$ cat config.mk
export PLATFORM = sky130hd
export DESIGN_NAME = interrupt_vector_address_lookup
export DESIGN_NICKNAME = d
export VERILOG_FILES = /design/src/verilog/ivl_pkg.sv /design/src/verilog/fetch_if.sv /design/src/verilog/interrupt_vector_address_lookup.sv /design/src/verilog/vector_byte_fetch.sv
export VERILOG_INCLUDE_DIRS = /design/src /design/src/verilog
export SDC_FILE = /design/constraint.sdc
export NUM_CORES = 1
export LEC_CHECK = 0
export BUFFER_PORTS_ARGS = -buffer_cell sky130_fd_sc_hd__buf_2
export CORE_AREA = 5 5 218 220
export DETAILED_ROUTE_END_ITERATION = 6
export DIE_AREA = 0 0 223 225
export PLACE_DENSITY = 0.61
export SYNTH_ARGS = -nofsm -noshare
export SYNTH_HDL_FRONTEND = slang
export SYNTH_SLANG_ARGS = --single-unit
$ cat constraint.sdc
create_clock -name clock -period 7.7 [get_ports clock]
set_input_delay 0 -clock clock [delete_from_list [all_inputs] [get_ports clock]]
set_output_delay 0 -clock clock [all_outputs]
set_load 0.03 [all_outputs]
$ cat src/verilog/ivl_cfg.svh
// constants for the interrupt vector address lookup block
`ifndef IVL_CFG_SVH
`define IVL_CFG_SVH

// ==========================================================
// fixed vector slots, four bytes each, low byte first
`define VEC_UNDEF      24'hFFFFDC
`define VEC_OVF        24'hFFFFE0
`define VEC_BKPT       24'hFFFFE4
`define VEC_AMATCH     24'hFFFFE8
`define VEC_WDT        24'hFFFFF0
`define VEC_NMI        24'hFFFFF8
`define VEC_RST        24'hFFFFFC
`define BKPT_TBL_FLAG  8'hFF
`define VEC_LAST_BYTE  2'h3

// ==========================================================
// relocatable table numbering
`define SWI_BKPT       6'h00
`define SWI_PERIPH0    6'h08
`define NUM_PERIPH     18

// ==========================================================
// register offsets (byte addresses on the register port)
`define REG_VBP        8'h00
`define REG_EMU        8'h04
`define REG_CTRL       8'h08
`define REG_REQ        8'h0C
`define REG_STAT       8'h10
`define REG_LVL0       8'h20

// ==========================================================
// control fields and reset values
`define CTRL_IFLAG     0
`define CTRL_AMEN      1
`define CTRL_PLVL_LO   4
`define CTRL_PLVL_HI   6
`define RST_VBP        24'h000000
`define RST_EMU        24'h000000
`define RST_PLVL       3'h0
`define RST_LVL        3'h0

`endif

$ cat src/verilog/ivl_pkg.sv
// types shared by the vector lookup modules
package ivl_pkg;

   // source of an interrupt accepted by the sequencer
   typedef enum logic [3:0] {
      SRC_UNDEF  = 4'h0,
      SRC_OVF    = 4'h1,
      SRC_BKPT   = 4'h2,
      SRC_AMATCH = 4'h3,
      SRC_WDT    = 4'h4,
      SRC_NMI    = 4'h5,
      SRC_RST    = 4'h6,
      SRC_DBGBRK = 4'h7,
      SRC_SSTEP  = 4'h8,
      SRC_SWINT  = 4'h9
   } src_t;

   typedef enum logic [1:0] {
      ST_IDLE  = 2'b01,
      ST_FETCH = 2'b10
   } main_state_t;

   typedef enum logic [3:0] {
      F_IDLE = 4'b0001,
      F_READ = 4'b0010,
      F_WAIT = 4'b0100,
      F_DONE = 4'b1000
   } fetch_state_t;

endpackage

$ cat src/verilog/fetch_if.sv
// request and answer between the lookup control and the byte fetcher
`timescale 1ns/1ps
interface fetch_if;
   logic        go;
   logic [23:0] base;
   logic        done;
   logic [31:0] word;

   modport ctrl   (output go, base, input done, word);
   modport engine (input go, base, output done, word);
endinterface

$ cat src/verilog/interrupt_vector_address_lookup.sv
// interrupt vector address lookup: slot selection, vector fetch, request bits
// Contract
// an accepted interrupt yields the start address stored in its vector slot.
// fixed four-byte slots sit at unchangeable addresses from FFFFDC upward.
// undefined opcode trap fetches its vector from FFFFDC to FFFFDF.
// overflow trap fetches its vector from FFFFE0 to FFFFE3.
// breakpoint uses FFFFE4; top byte FF redirects to the relocatable table.
// address match, gated by its enable bit, uses slot FFFFE8.
// watchdog, nmi pin and reset use slots FFFFF0, FFFFF8, FFFFFC.
// debugger break and single step use the emulator vector, never masked.
// software must leave the emulator vector register to the debugger.
// relocatable slot n sits at vector base pointer plus four times n.
// software should load an even vector base pointer.
// number 0 is the breakpoint slot at base +0, not maskable.
// transfer channels 0 to 3 use numbers 8 to 11 from +32.
// group-A timers 0 to 4 use numbers 12 to 16 from +48.
// serial 0 tx, 0 rx, 1 tx, 1 rx use numbers 17 to 20.
// group-B timers 0 to 4 use numbers 21 to 25 from +84.
// maskable ack needs enable flag, request bit and level above processor level.
// hardware clears a request bit at jump; software clears, never sets.
// four bytes read low address first, assembled into the start address.
// unassigned numbers 1 to 7 still map to base plus four times n.
//
// The address map and the address-and-strobe port are this design's own decisions.
`timescale 1ns/1ps
`include "ivl_cfg.svh"
module interrupt_vector_address_lookup
   import ivl_pkg::*;
(
   input  wire logic                   clock,
   input  wire logic                   sys_rst,
   input  wire logic [7:0]             reg_addr,
   input  wire logic [31:0]            reg_wdata,
   input  wire logic                   reg_wr,
   input  wire logic                   reg_rd,
   output logic [31:0]                 reg_rdata,
   input  wire logic                   accept_valid,
   input  wire logic [3:0]             accept_source,
   input  wire logic [5:0]             accept_swi,
   output logic                        accept_ready,
   input  wire logic [`NUM_PERIPH-1:0] periph_req,
   output logic                        mem_rd,
   output logic [23:0]                 mem_addr,
   input  wire logic [7:0]             mem_rdata,
   output logic                        vec_valid,
   output logic [23:0]                 vec_addr,
   output logic [5:0]                  vec_swi
);

   main_state_t             state_ff;
   logic [23:0]             vbp_ff;
   logic [23:0]             emu_ff;
   logic                    iflag_ff;
   logic                    amen_ff;
   logic [2:0]              plvl_ff;
   logic [`NUM_PERIPH-1:0]  req_ff;
   logic [2:0]              lvl_ff [`NUM_PERIPH];
   logic [`NUM_PERIPH-1:0]  elig;
   logic                    any_elig;
   logic [4:0]              pick;
   logic [4:0]              pick_ff;
   logic                    mask_ff;
   logic                    bkpt_chk_ff;
   logic                    go_ff;
   logic [23:0]             slot_ff;
   logic [23:0]             fix_slot;
   logic                    fix_src;
   logic                    emu_src;
   logic                    fire;
   logic                    redo;
   logic                    hw_clear;
   logic [5:0]              pick_swi;
   logic                    vec_valid_ff;
   logic [23:0]             vec_addr_ff;
   logic [5:0]              vec_swi_ff;
   logic [31:0]             nxt_rdata;
   logic [31:0]             rdata_ff;
   src_t                    src;

   fetch_if fb ();

   assign src = src_t'(accept_source);

   // ==========================================================
   // byte fetcher
   vector_byte_fetch u_fetch (
      .clock     (clock),
      .sys_rst   (sys_rst),
      .fb        (fb.engine),
      .mem_rd    (mem_rd),
      .mem_addr  (mem_addr),
      .mem_rdata (mem_rdata)
   );

   assign fb.go   = go_ff;
   assign fb.base = slot_ff;

   // ==========================================================
   // software-visible registers
   // software owns the base pointer; an odd value works and the fetch takes no longer
   always_ff @(posedge clock or posedge sys_rst) begin
      if (sys_rst) begin
         vbp_ff   <= `RST_VBP;
         emu_ff   <= `RST_EMU;
         iflag_ff <= 1'b0;
         amen_ff  <= 1'b0;
         plvl_ff  <= `RST_PLVL;
      end else if (reg_wr) begin
         if (reg_addr == `REG_VBP) vbp_ff <= reg_wdata[23:0];
         // debugger-only location; software stays away from it
         if (reg_addr == `REG_EMU) emu_ff <= reg_wdata[23:0];
         if (reg_addr == `REG_CTRL) begin
            iflag_ff <= reg_wdata[`CTRL_IFLAG];
            amen_ff  <= reg_wdata[`CTRL_AMEN];
            plvl_ff  <= reg_wdata[`CTRL_PLVL_HI:`CTRL_PLVL_LO];
         end
      end
   end

   // ==========================================================
   // per-source request bits and priority levels
   // a peripheral event beats any clear in the same cycle, so none is lost
   generate
      for (genvar k = 0; k < `NUM_PERIPH; k++) begin : g_src
         always_ff @(posedge clock or posedge sys_rst) begin
            if (sys_rst) begin
               req_ff[k] <= 1'b0;
            end else if (periph_req[k]) begin
               req_ff[k] <= 1'b1;
            end else if (hw_clear && pick_ff == 5'(k)) begin
               req_ff[k] <= 1'b0;  // cleared on the vector jump
            end else if (reg_wr && reg_addr == `REG_REQ && !reg_wdata[k]) begin
               req_ff[k] <= 1'b0;  // software writes 0 to clear, 1 is ignored
            end
         end

         always_ff @(posedge clock or posedge sys_rst) begin
            if (sys_rst) begin
               lvl_ff[k] <= `RST_LVL;
            end else if (reg_wr && reg_addr == `REG_LVL0 + 8'(4 * k)) begin
               lvl_ff[k] <= reg_wdata[2:0];
            end
         end

         // level strictly above the processor level, flag set, bit pending
         assign elig[k] = req_ff[k] && iflag_ff && (lvl_ff[k] > plvl_ff);
      end
   endgenerate

   // lowest-numbered eligible source wins; finer arbitration lives elsewhere
   always_comb begin
      pick = 5'h00;
      for (int i = `NUM_PERIPH - 1; i >= 0; i--) begin
         if (elig[i]) pick = 5'(i);
      end
   end

   assign any_elig = |elig;
   // peripheral k maps to number 8 + k: channels, timers A, serial, timers B
   assign pick_swi = `SWI_PERIPH0 + {1'b0, pick};

   // ==========================================================
   // fixed slot decode for sources that do not use the table
   always_comb begin
      fix_slot = `VEC_UNDEF;
      fix_src  = 1'b1;
      unique case (src)
         SRC_UNDEF:  fix_slot = `VEC_UNDEF;
         SRC_OVF:    fix_slot = `VEC_OVF;
         SRC_BKPT:   fix_slot = `VEC_BKPT;
         SRC_AMATCH: fix_slot = `VEC_AMATCH;
         SRC_WDT:    fix_slot = `VEC_WDT;
         SRC_NMI:    fix_slot = `VEC_NMI;
         SRC_RST:    fix_slot = `VEC_RST;
         default:    fix_src  = 1'b0;
      endcase
   end

   // debugger sources bypass the enable flag and memory entirely
   assign emu_src      = (src == SRC_DBGBRK) || (src == SRC_SSTEP);
   assign accept_ready = (state_ff == ST_IDLE);
   assign fire         = accept_valid && accept_ready;
   assign redo         = bkpt_chk_ff && (fb.word[31:24] == `BKPT_TBL_FLAG);
   assign hw_clear     = (state_ff == ST_FETCH) && fb.done && mask_ff;

   // ==========================================================
   // control state: accept, start fetch, redirect breakpoint, finish
   // the sequencer's nonmaskable request beats a pending maskable one
   always_ff @(posedge clock or posedge sys_rst) begin
      if (sys_rst) begin
         state_ff   <= ST_IDLE;
         go_ff      <= 1'b0;
         slot_ff    <= 24'h000000;
         bkpt_chk_ff <= 1'b0;
         mask_ff    <= 1'b0;
         pick_ff    <= 5'h00;
      end else begin
         go_ff <= 1'b0;
         unique case (state_ff)
            ST_IDLE: begin
               if (fire) begin
                  mask_ff    <= 1'b0;
                  bkpt_chk_ff <= (src == SRC_BKPT);
                  if (emu_src) begin
                     state_ff <= ST_IDLE;
                  end else if (src == SRC_AMATCH && !amen_ff) begin
                     state_ff <= ST_IDLE;  // disabled match is dropped
                  end else if (fix_src) begin
                     state_ff <= ST_FETCH;
                     go_ff    <= 1'b1;
                     slot_ff  <= fix_slot;
                  end else begin
                     state_ff <= ST_FETCH;
                     go_ff    <= 1'b1;
                     // any number 0..63, assigned or not
                     slot_ff  <= vbp_ff + {16'h0000, accept_swi, 2'b00};
                  end
               end else if (any_elig) begin
                  state_ff   <= ST_FETCH;
                  go_ff      <= 1'b1;
                  mask_ff    <= 1'b1;
                  bkpt_chk_ff <= 1'b0;
                  pick_ff    <= pick;
                  slot_ff    <= vbp_ff + {16'h0000, pick_swi, 2'b00};
               end
            end
            ST_FETCH: begin
               if (fb.done && redo) begin
                  go_ff      <= 1'b1;
                  bkpt_chk_ff <= 1'b0;
                  slot_ff    <= vbp_ff + {16'h0000, `SWI_BKPT, 2'b00};
               end else if (fb.done) begin
                  state_ff <= ST_IDLE;
               end
            end
         endcase
      end
   end

   // ==========================================================
   // vector answer to the sequencer, one-cycle pulse
   always_ff @(posedge clock or posedge sys_rst) begin
      if (sys_rst) begin
         vec_valid_ff <= 1'b0;
         vec_addr_ff  <= 24'h000000;
         vec_swi_ff   <= 6'h00;
      end else begin
         vec_valid_ff <= 1'b0;
         if (state_ff == ST_IDLE && fire && emu_src) begin
            vec_valid_ff <= 1'b1;
            vec_addr_ff  <= emu_ff;
            vec_swi_ff   <= 6'h00;
         end else if (state_ff == ST_FETCH && fb.done && !redo) begin
            vec_valid_ff <= 1'b1;
            vec_addr_ff  <= fb.word[23:0];
            vec_swi_ff   <= mask_ff ? `SWI_PERIPH0 + {1'b0, pick_ff} : 6'h00;
         end
      end
   end

   assign vec_valid = vec_valid_ff;
   assign vec_addr  = vec_addr_ff;
   assign vec_swi   = vec_swi_ff;

   // ==========================================================
   // register read path, data one cycle after the strobe
   always_comb begin
      nxt_rdata = 32'h00000000;
      if (reg_addr == `REG_VBP)  nxt_rdata = {8'h00, vbp_ff};
      if (reg_addr == `REG_EMU)  nxt_rdata = {8'h00, emu_ff};
      if (reg_addr == `REG_CTRL) begin
         nxt_rdata[`CTRL_IFLAG]                 = iflag_ff;
         nxt_rdata[`CTRL_AMEN]                  = amen_ff;
         nxt_rdata[`CTRL_PLVL_HI:`CTRL_PLVL_LO] = plvl_ff;
      end
      if (reg_addr == `REG_REQ)  nxt_rdata = {14'h0000, req_ff};
      if (reg_addr == `REG_STAT) nxt_rdata = {26'h0000000, mask_ff, pick_ff == 5'h00,
                                              bkpt_chk_ff, any_elig, state_ff};
      for (int i = 0; i < `NUM_PERIPH; i++) begin
         if (reg_addr == `REG_LVL0 + 8'(4 * i)) nxt_rdata = {29'h00000000, lvl_ff[i]};
      end
   end

   always_ff @(posedge clock or posedge sys_rst) begin
      if (sys_rst) rdata_ff <= 32'h00000000;
      else         rdata_ff <= reg_rd ? nxt_rdata : 32'h00000000;
   end

   assign reg_rdata = rdata_ff;
endmodule

$ cat src/verilog/vector_byte_fetch.sv
// reads four vector bytes from memory and assembles the start address
`timescale 1ns/1ps
`include "ivl_cfg.svh"
module vector_byte_fetch
   import ivl_pkg::*;
(
   input  wire logic        clock,
   input  wire logic        sys_rst,
   fetch_if.engine          fb,
   output logic             mem_rd,
   output logic [23:0]      mem_addr,
   input  wire logic [7:0]  mem_rdata
);

   fetch_state_t state_ff;
   logic [1:0]   cnt_ff;
   logic         rd_q_ff;
   logic [1:0]   idx_q_ff;
   logic [31:0]  word_ff;

   // ==========================================================
   // sequencing: four back-to-back byte reads, one wait cycle, then one answer cycle
   always_ff @(posedge clock or posedge sys_rst) begin
      if (sys_rst) begin
         state_ff <= F_IDLE;
         cnt_ff   <= 2'h0;
         mem_addr <= 24'h000000;
      end else begin
         unique case (state_ff)
            F_IDLE: begin
               if (fb.go) begin
                  state_ff <= F_READ;
                  cnt_ff   <= 2'h0;
                  mem_addr <= fb.base;
               end
            end
            F_READ: begin
               cnt_ff   <= cnt_ff + 2'h1;
               mem_addr <= mem_addr + 24'h000001;  // consecutive bytes
               if (cnt_ff == `VEC_LAST_BYTE) state_ff <= F_WAIT;
            end
            F_WAIT: state_ff <= F_DONE;
            F_DONE: state_ff <= F_IDLE;
         endcase
      end
   end

   // ==========================================================
   // read data returns one cycle after the strobe; lowest address is low byte
   always_ff @(posedge clock or posedge sys_rst) begin
      if (sys_rst) begin
         rd_q_ff  <= 1'b0;
         idx_q_ff <= 2'h0;
         word_ff  <= 32'h00000000;
      end else begin
         rd_q_ff  <= mem_rd;
         idx_q_ff <= cnt_ff;
         if (rd_q_ff) word_ff[{idx_q_ff, 3'h0} +: 8] <= mem_rdata;
      end
   end

   assign mem_rd  = (state_ff == F_READ);
   assign fb.done = (state_ff == F_DONE);
   assign fb.word = word_ff;
endmodule
==> metrics.txt <==
post-route ant nets 0; largest net degree at the start of global routing between 150 and 200; WHS Path Cells 4; max-slew violation count 0; worst skew pair latency about 0.55 ns; post-synth top area cell dfrtp_1; CTS Buf Count 34; Initial Util between 30% and 40%; final net count 1892; I/O Pins 170; Clock Tree Buf Depth 3; total leakage power 8.45 nW; GP Congestion ~0.88; Final period util ~77%; pwr dens 254 nW/um^2; core area 45100 sq um; placed inst area between 15000 and 20000 sq um; Crit. End Element register; drt drc 0; drt first-iter violations ~1400; Yosys top cell area share between 40% and 50%; actual slew at the worst max-slew pin around 1.3 ns; Core Rows 78; status finished clean; Final Power approximately 4.8 mW; Worst-path clk slew 0.06 ns; Setup Fix Bufs, Post-CTS 0; Worst setup startpoint plvl_ff[1]; Synth Register Bits between 200 and 300; Data required, critical path a little over 8 ns; # H-tree levels 2; Multi-input gate area approximately 8100 sq um; GR Overflow Total 0; clk sinks ~280; first-pass GRT wire length approximately 80000 microns; Worst R2R Start plvl_ff[1]; crit path DAT 6.32 ns; internal reg-to-reg setup slack about 1.8 ns; unrepaired setup endpoints after global routing no; initial antenna violation count 0; syn avg cell area 10.1 sq um; Synth Instances between 1500 and 2000; Max Clock Skew between 0.03 and 0.04 ns; Routed WL roughly 52000 microns; Hold Path End bkpt_chk_ff; post-cts sizing count 0; Via Count about 14000; fin crit period around 5.9 ns; die extent in x 223 microns; # fillers between 4000 and 5000; Die ar. about 50000 sq um; Fmax about 170 MHz; commonest register cell after synthesis dfrtp_1; Post-synth EDFFs 0; VDD IR max ~0.00015 V; ys async rst share 100%; largest cells by area after synthesis dfrtp_1 44%, mux2_2 8.0%, ha_1 6.0%; relative slew slack between 10% and 20%; critical path class register to register; vias in the first global route ~13000; hpwl dp ~38000 microns; GRT Util Overall between 20% and 30%; Avg WL per Cell between 20 and 25 microns; vias per cell between 5 and 6; Setup Viol. Count Final 0; hold path start accept_source[1]; sequential area share after synthesis 44.8%; synthesized cell area ~16000 sq um; Startpoint Class register; Reg2Reg Depth 16; # diodes 0; Area growth syn-to-layout 20.2%; worst min path class primary input to register; CTS tree built; Port Buffers between 150 and 200; CP Max Fanout 18; # hold bufs at CTS 66; Yosys Warn Count 0; clock root buffer clkbuf_16; cell area after layout between 15000 and 20000 sq um; Hold Fails Final Rpt 0; share of cells above drive strength 1 between 20% and 30%; Netlist cell types 82; # Max-Cap Violations 0; Pre-antenna DRT Iters 7; Die Ht about 230 microns; aggregate negative setup slack 0 ns; r2r endpoint fb.base[23]; FF/Latch Area between 6000 and 7000 sq um
## cell usage in the layout (no fill, tap or decap), types with 11 or more instances in the layout
cell type        n
mux2i_1         36
nand4_1         12
dlygate4sd3_1   66
o2111ai_1       13
nor2_1         110
o21ai_0        110
buf_4           18
a22oi_1         11
a22o_1          35
nor3_1          31
clkbuf_16       35
nor2b_1         30
a21oi_1         72
o21a_1          15
a211oi_1        21
nand2_1        110
buf_2          153
a311oi_1        12
ha_1            75
and3_1          11
or2_2           20
a222oi_1        16
a31oi_1         12
mux2_4          15
nand3_1         65
dfrtp_1        277
inv_1           57
nand2b_1        16
mux2_2         111
## registers in the layout, summed over array words and instances (netlist names), 2 cells and up
signal and cells:
lvl_ff 54, u_fetch.fb.word 32, emu_ff 24, fb.base 24, reg_rdata 24, u_fetch.mem_addr 24
vbp_ff 24, vec_addr 24, req_ff 18, vec_swi 6, pick_ff 5, u_fetch.state_ff 4
plvl_ff 3, state_ff 2, u_fetch.cnt_ff 2, u_fetch.idx_q_ff 2
## how the worst max path moves through the flow
| stage | cells after the start | endpoint |
|---|---|---|
| after floorplan | 1 | amen_ff |
| final | 16 | fb.base[23] |
| after global placement | 16 | fb.base[17] |
| after global routing | 16 | fb.base[23] |
| after CTS | 16 | fb.base[23] |
| after detailed placement | 16 | fb.base[23] |
## cells by family after synthesis
| family | share of synthesized area (%) |
|---|---|
| AOI/OAI and AO/OA | 18.0 |
| xor gates and xnor gates | 0.561 |
| adders and majority gates | 6.27 |
| buffers and inverters | 3.90 |
| DFF | 44.8 |
| muxes | 12.1 |
| other | 0.0240 |
| and+or+nand+nor | 14.5 |
## cell usage after synthesis (5+ instances only)
cell type / instances
a211oi_1: 21
a21o_1: 5
a21oi_1: 73
a221oi_1: 5
a222oi_1: 16
a22o_1: 35
a22oi_1: 11
a311oi_1: 12
a31oi_1: 12
and3_1: 11
buf_4: 8
clkbuf_1: 69
dfrtp_1: 277
ha_1: 75
inv_1: 58
mux2_2: 111
mux2_4: 15
mux2i_1: 36
nand2_1: 110
nand2b_1: 16
nand3_1: 65
nand4_1: 12
nor2_1: 110
nor2b_1: 30
nor3_1: 32
nor4_1: 5
nor4bb_1: 5
o2111ai_1: 13
o211ai_1: 6
o21a_1: 15
o21ai_0: 110
o21bai_1: 8
o221a_2: 5
o221ai_1: 9
o22ai_1: 9
o32ai_1: 5
or2_2: 20
or3_1: 9
xnor2_1: 5
xor2_1: 5
## per-layer routing
| metal | part of all wire [%] | vias up | track usage [%] | routed length [microns] |
|---|---|---|---|---|
| met5 | 0 | - | 0 | 0 |
| met4 | 3.7 | 0 | 7.37 | 1940 |
| met3 | 6.8 | 105 | 4.16 | 3540 |
| met2 | 46 | 514 | 32.1 | 24100 |
| met1 | 43 | 6771 | 27.3 | 22700 |
| li1 | - | 6126 | - | - |
## worst max-delay path: stages, from the launching register on
cell and delay [ns]:
dfrtp_1 0.39, inv_1 0.62, ha_1 0.37, nor2b_1 0.14, o21a_1 0.16, o2111ai_1 0.26, nor4bb_1 0.64, or4b_1 0.66
and2b_1 0.28, ha_1 0.24, ha_1 0.34, or3_1 0.37, o211ai_1 0.44, a21oi_1 0.26, a22oi_1 0.22, o21ai_0 0.13
mux2_4 0.26
## stage by stage
| step | worst slack, ns | hold WS (ns) | instances | util [%] |
|---|---|---|---|---|
| after detailed placement | 1.92 | 0.200 | 2232 | 37.6 |
| after CTS | 1.86 | 0.0215 | 2358 | 41.6 |
| after global placement | 2.02 | 0.195 | 2232 | 37.6 |
| final | 1.79 | 0.0392 | 2358 | 41.6 |
| after floorplan | 0.00947 | 0.108 | 1545 | - |
| after global routing | 1.44 | 0.0700 | 2358 | 41.6 |
## final cells by class
class	count	share of cell area, %
clock inverter	11	0.747
clock buffer	49	5.43
multi-input combinational	1123	43.0
timing repair buffer	238	8.43
tap	600	4.00
inverter	58	1.20
sequential	279	37.2
## report_power, final
part / total (mW) / internal [mW] / switching (mW)
clock network: 1.65 / 0.994 / 0.658
logic: 1.18 / 0.443 / 0.739
registers: 1.94 / 1.71 / 0.229
No activity file was read; power rests on OpenSTA's default activity.
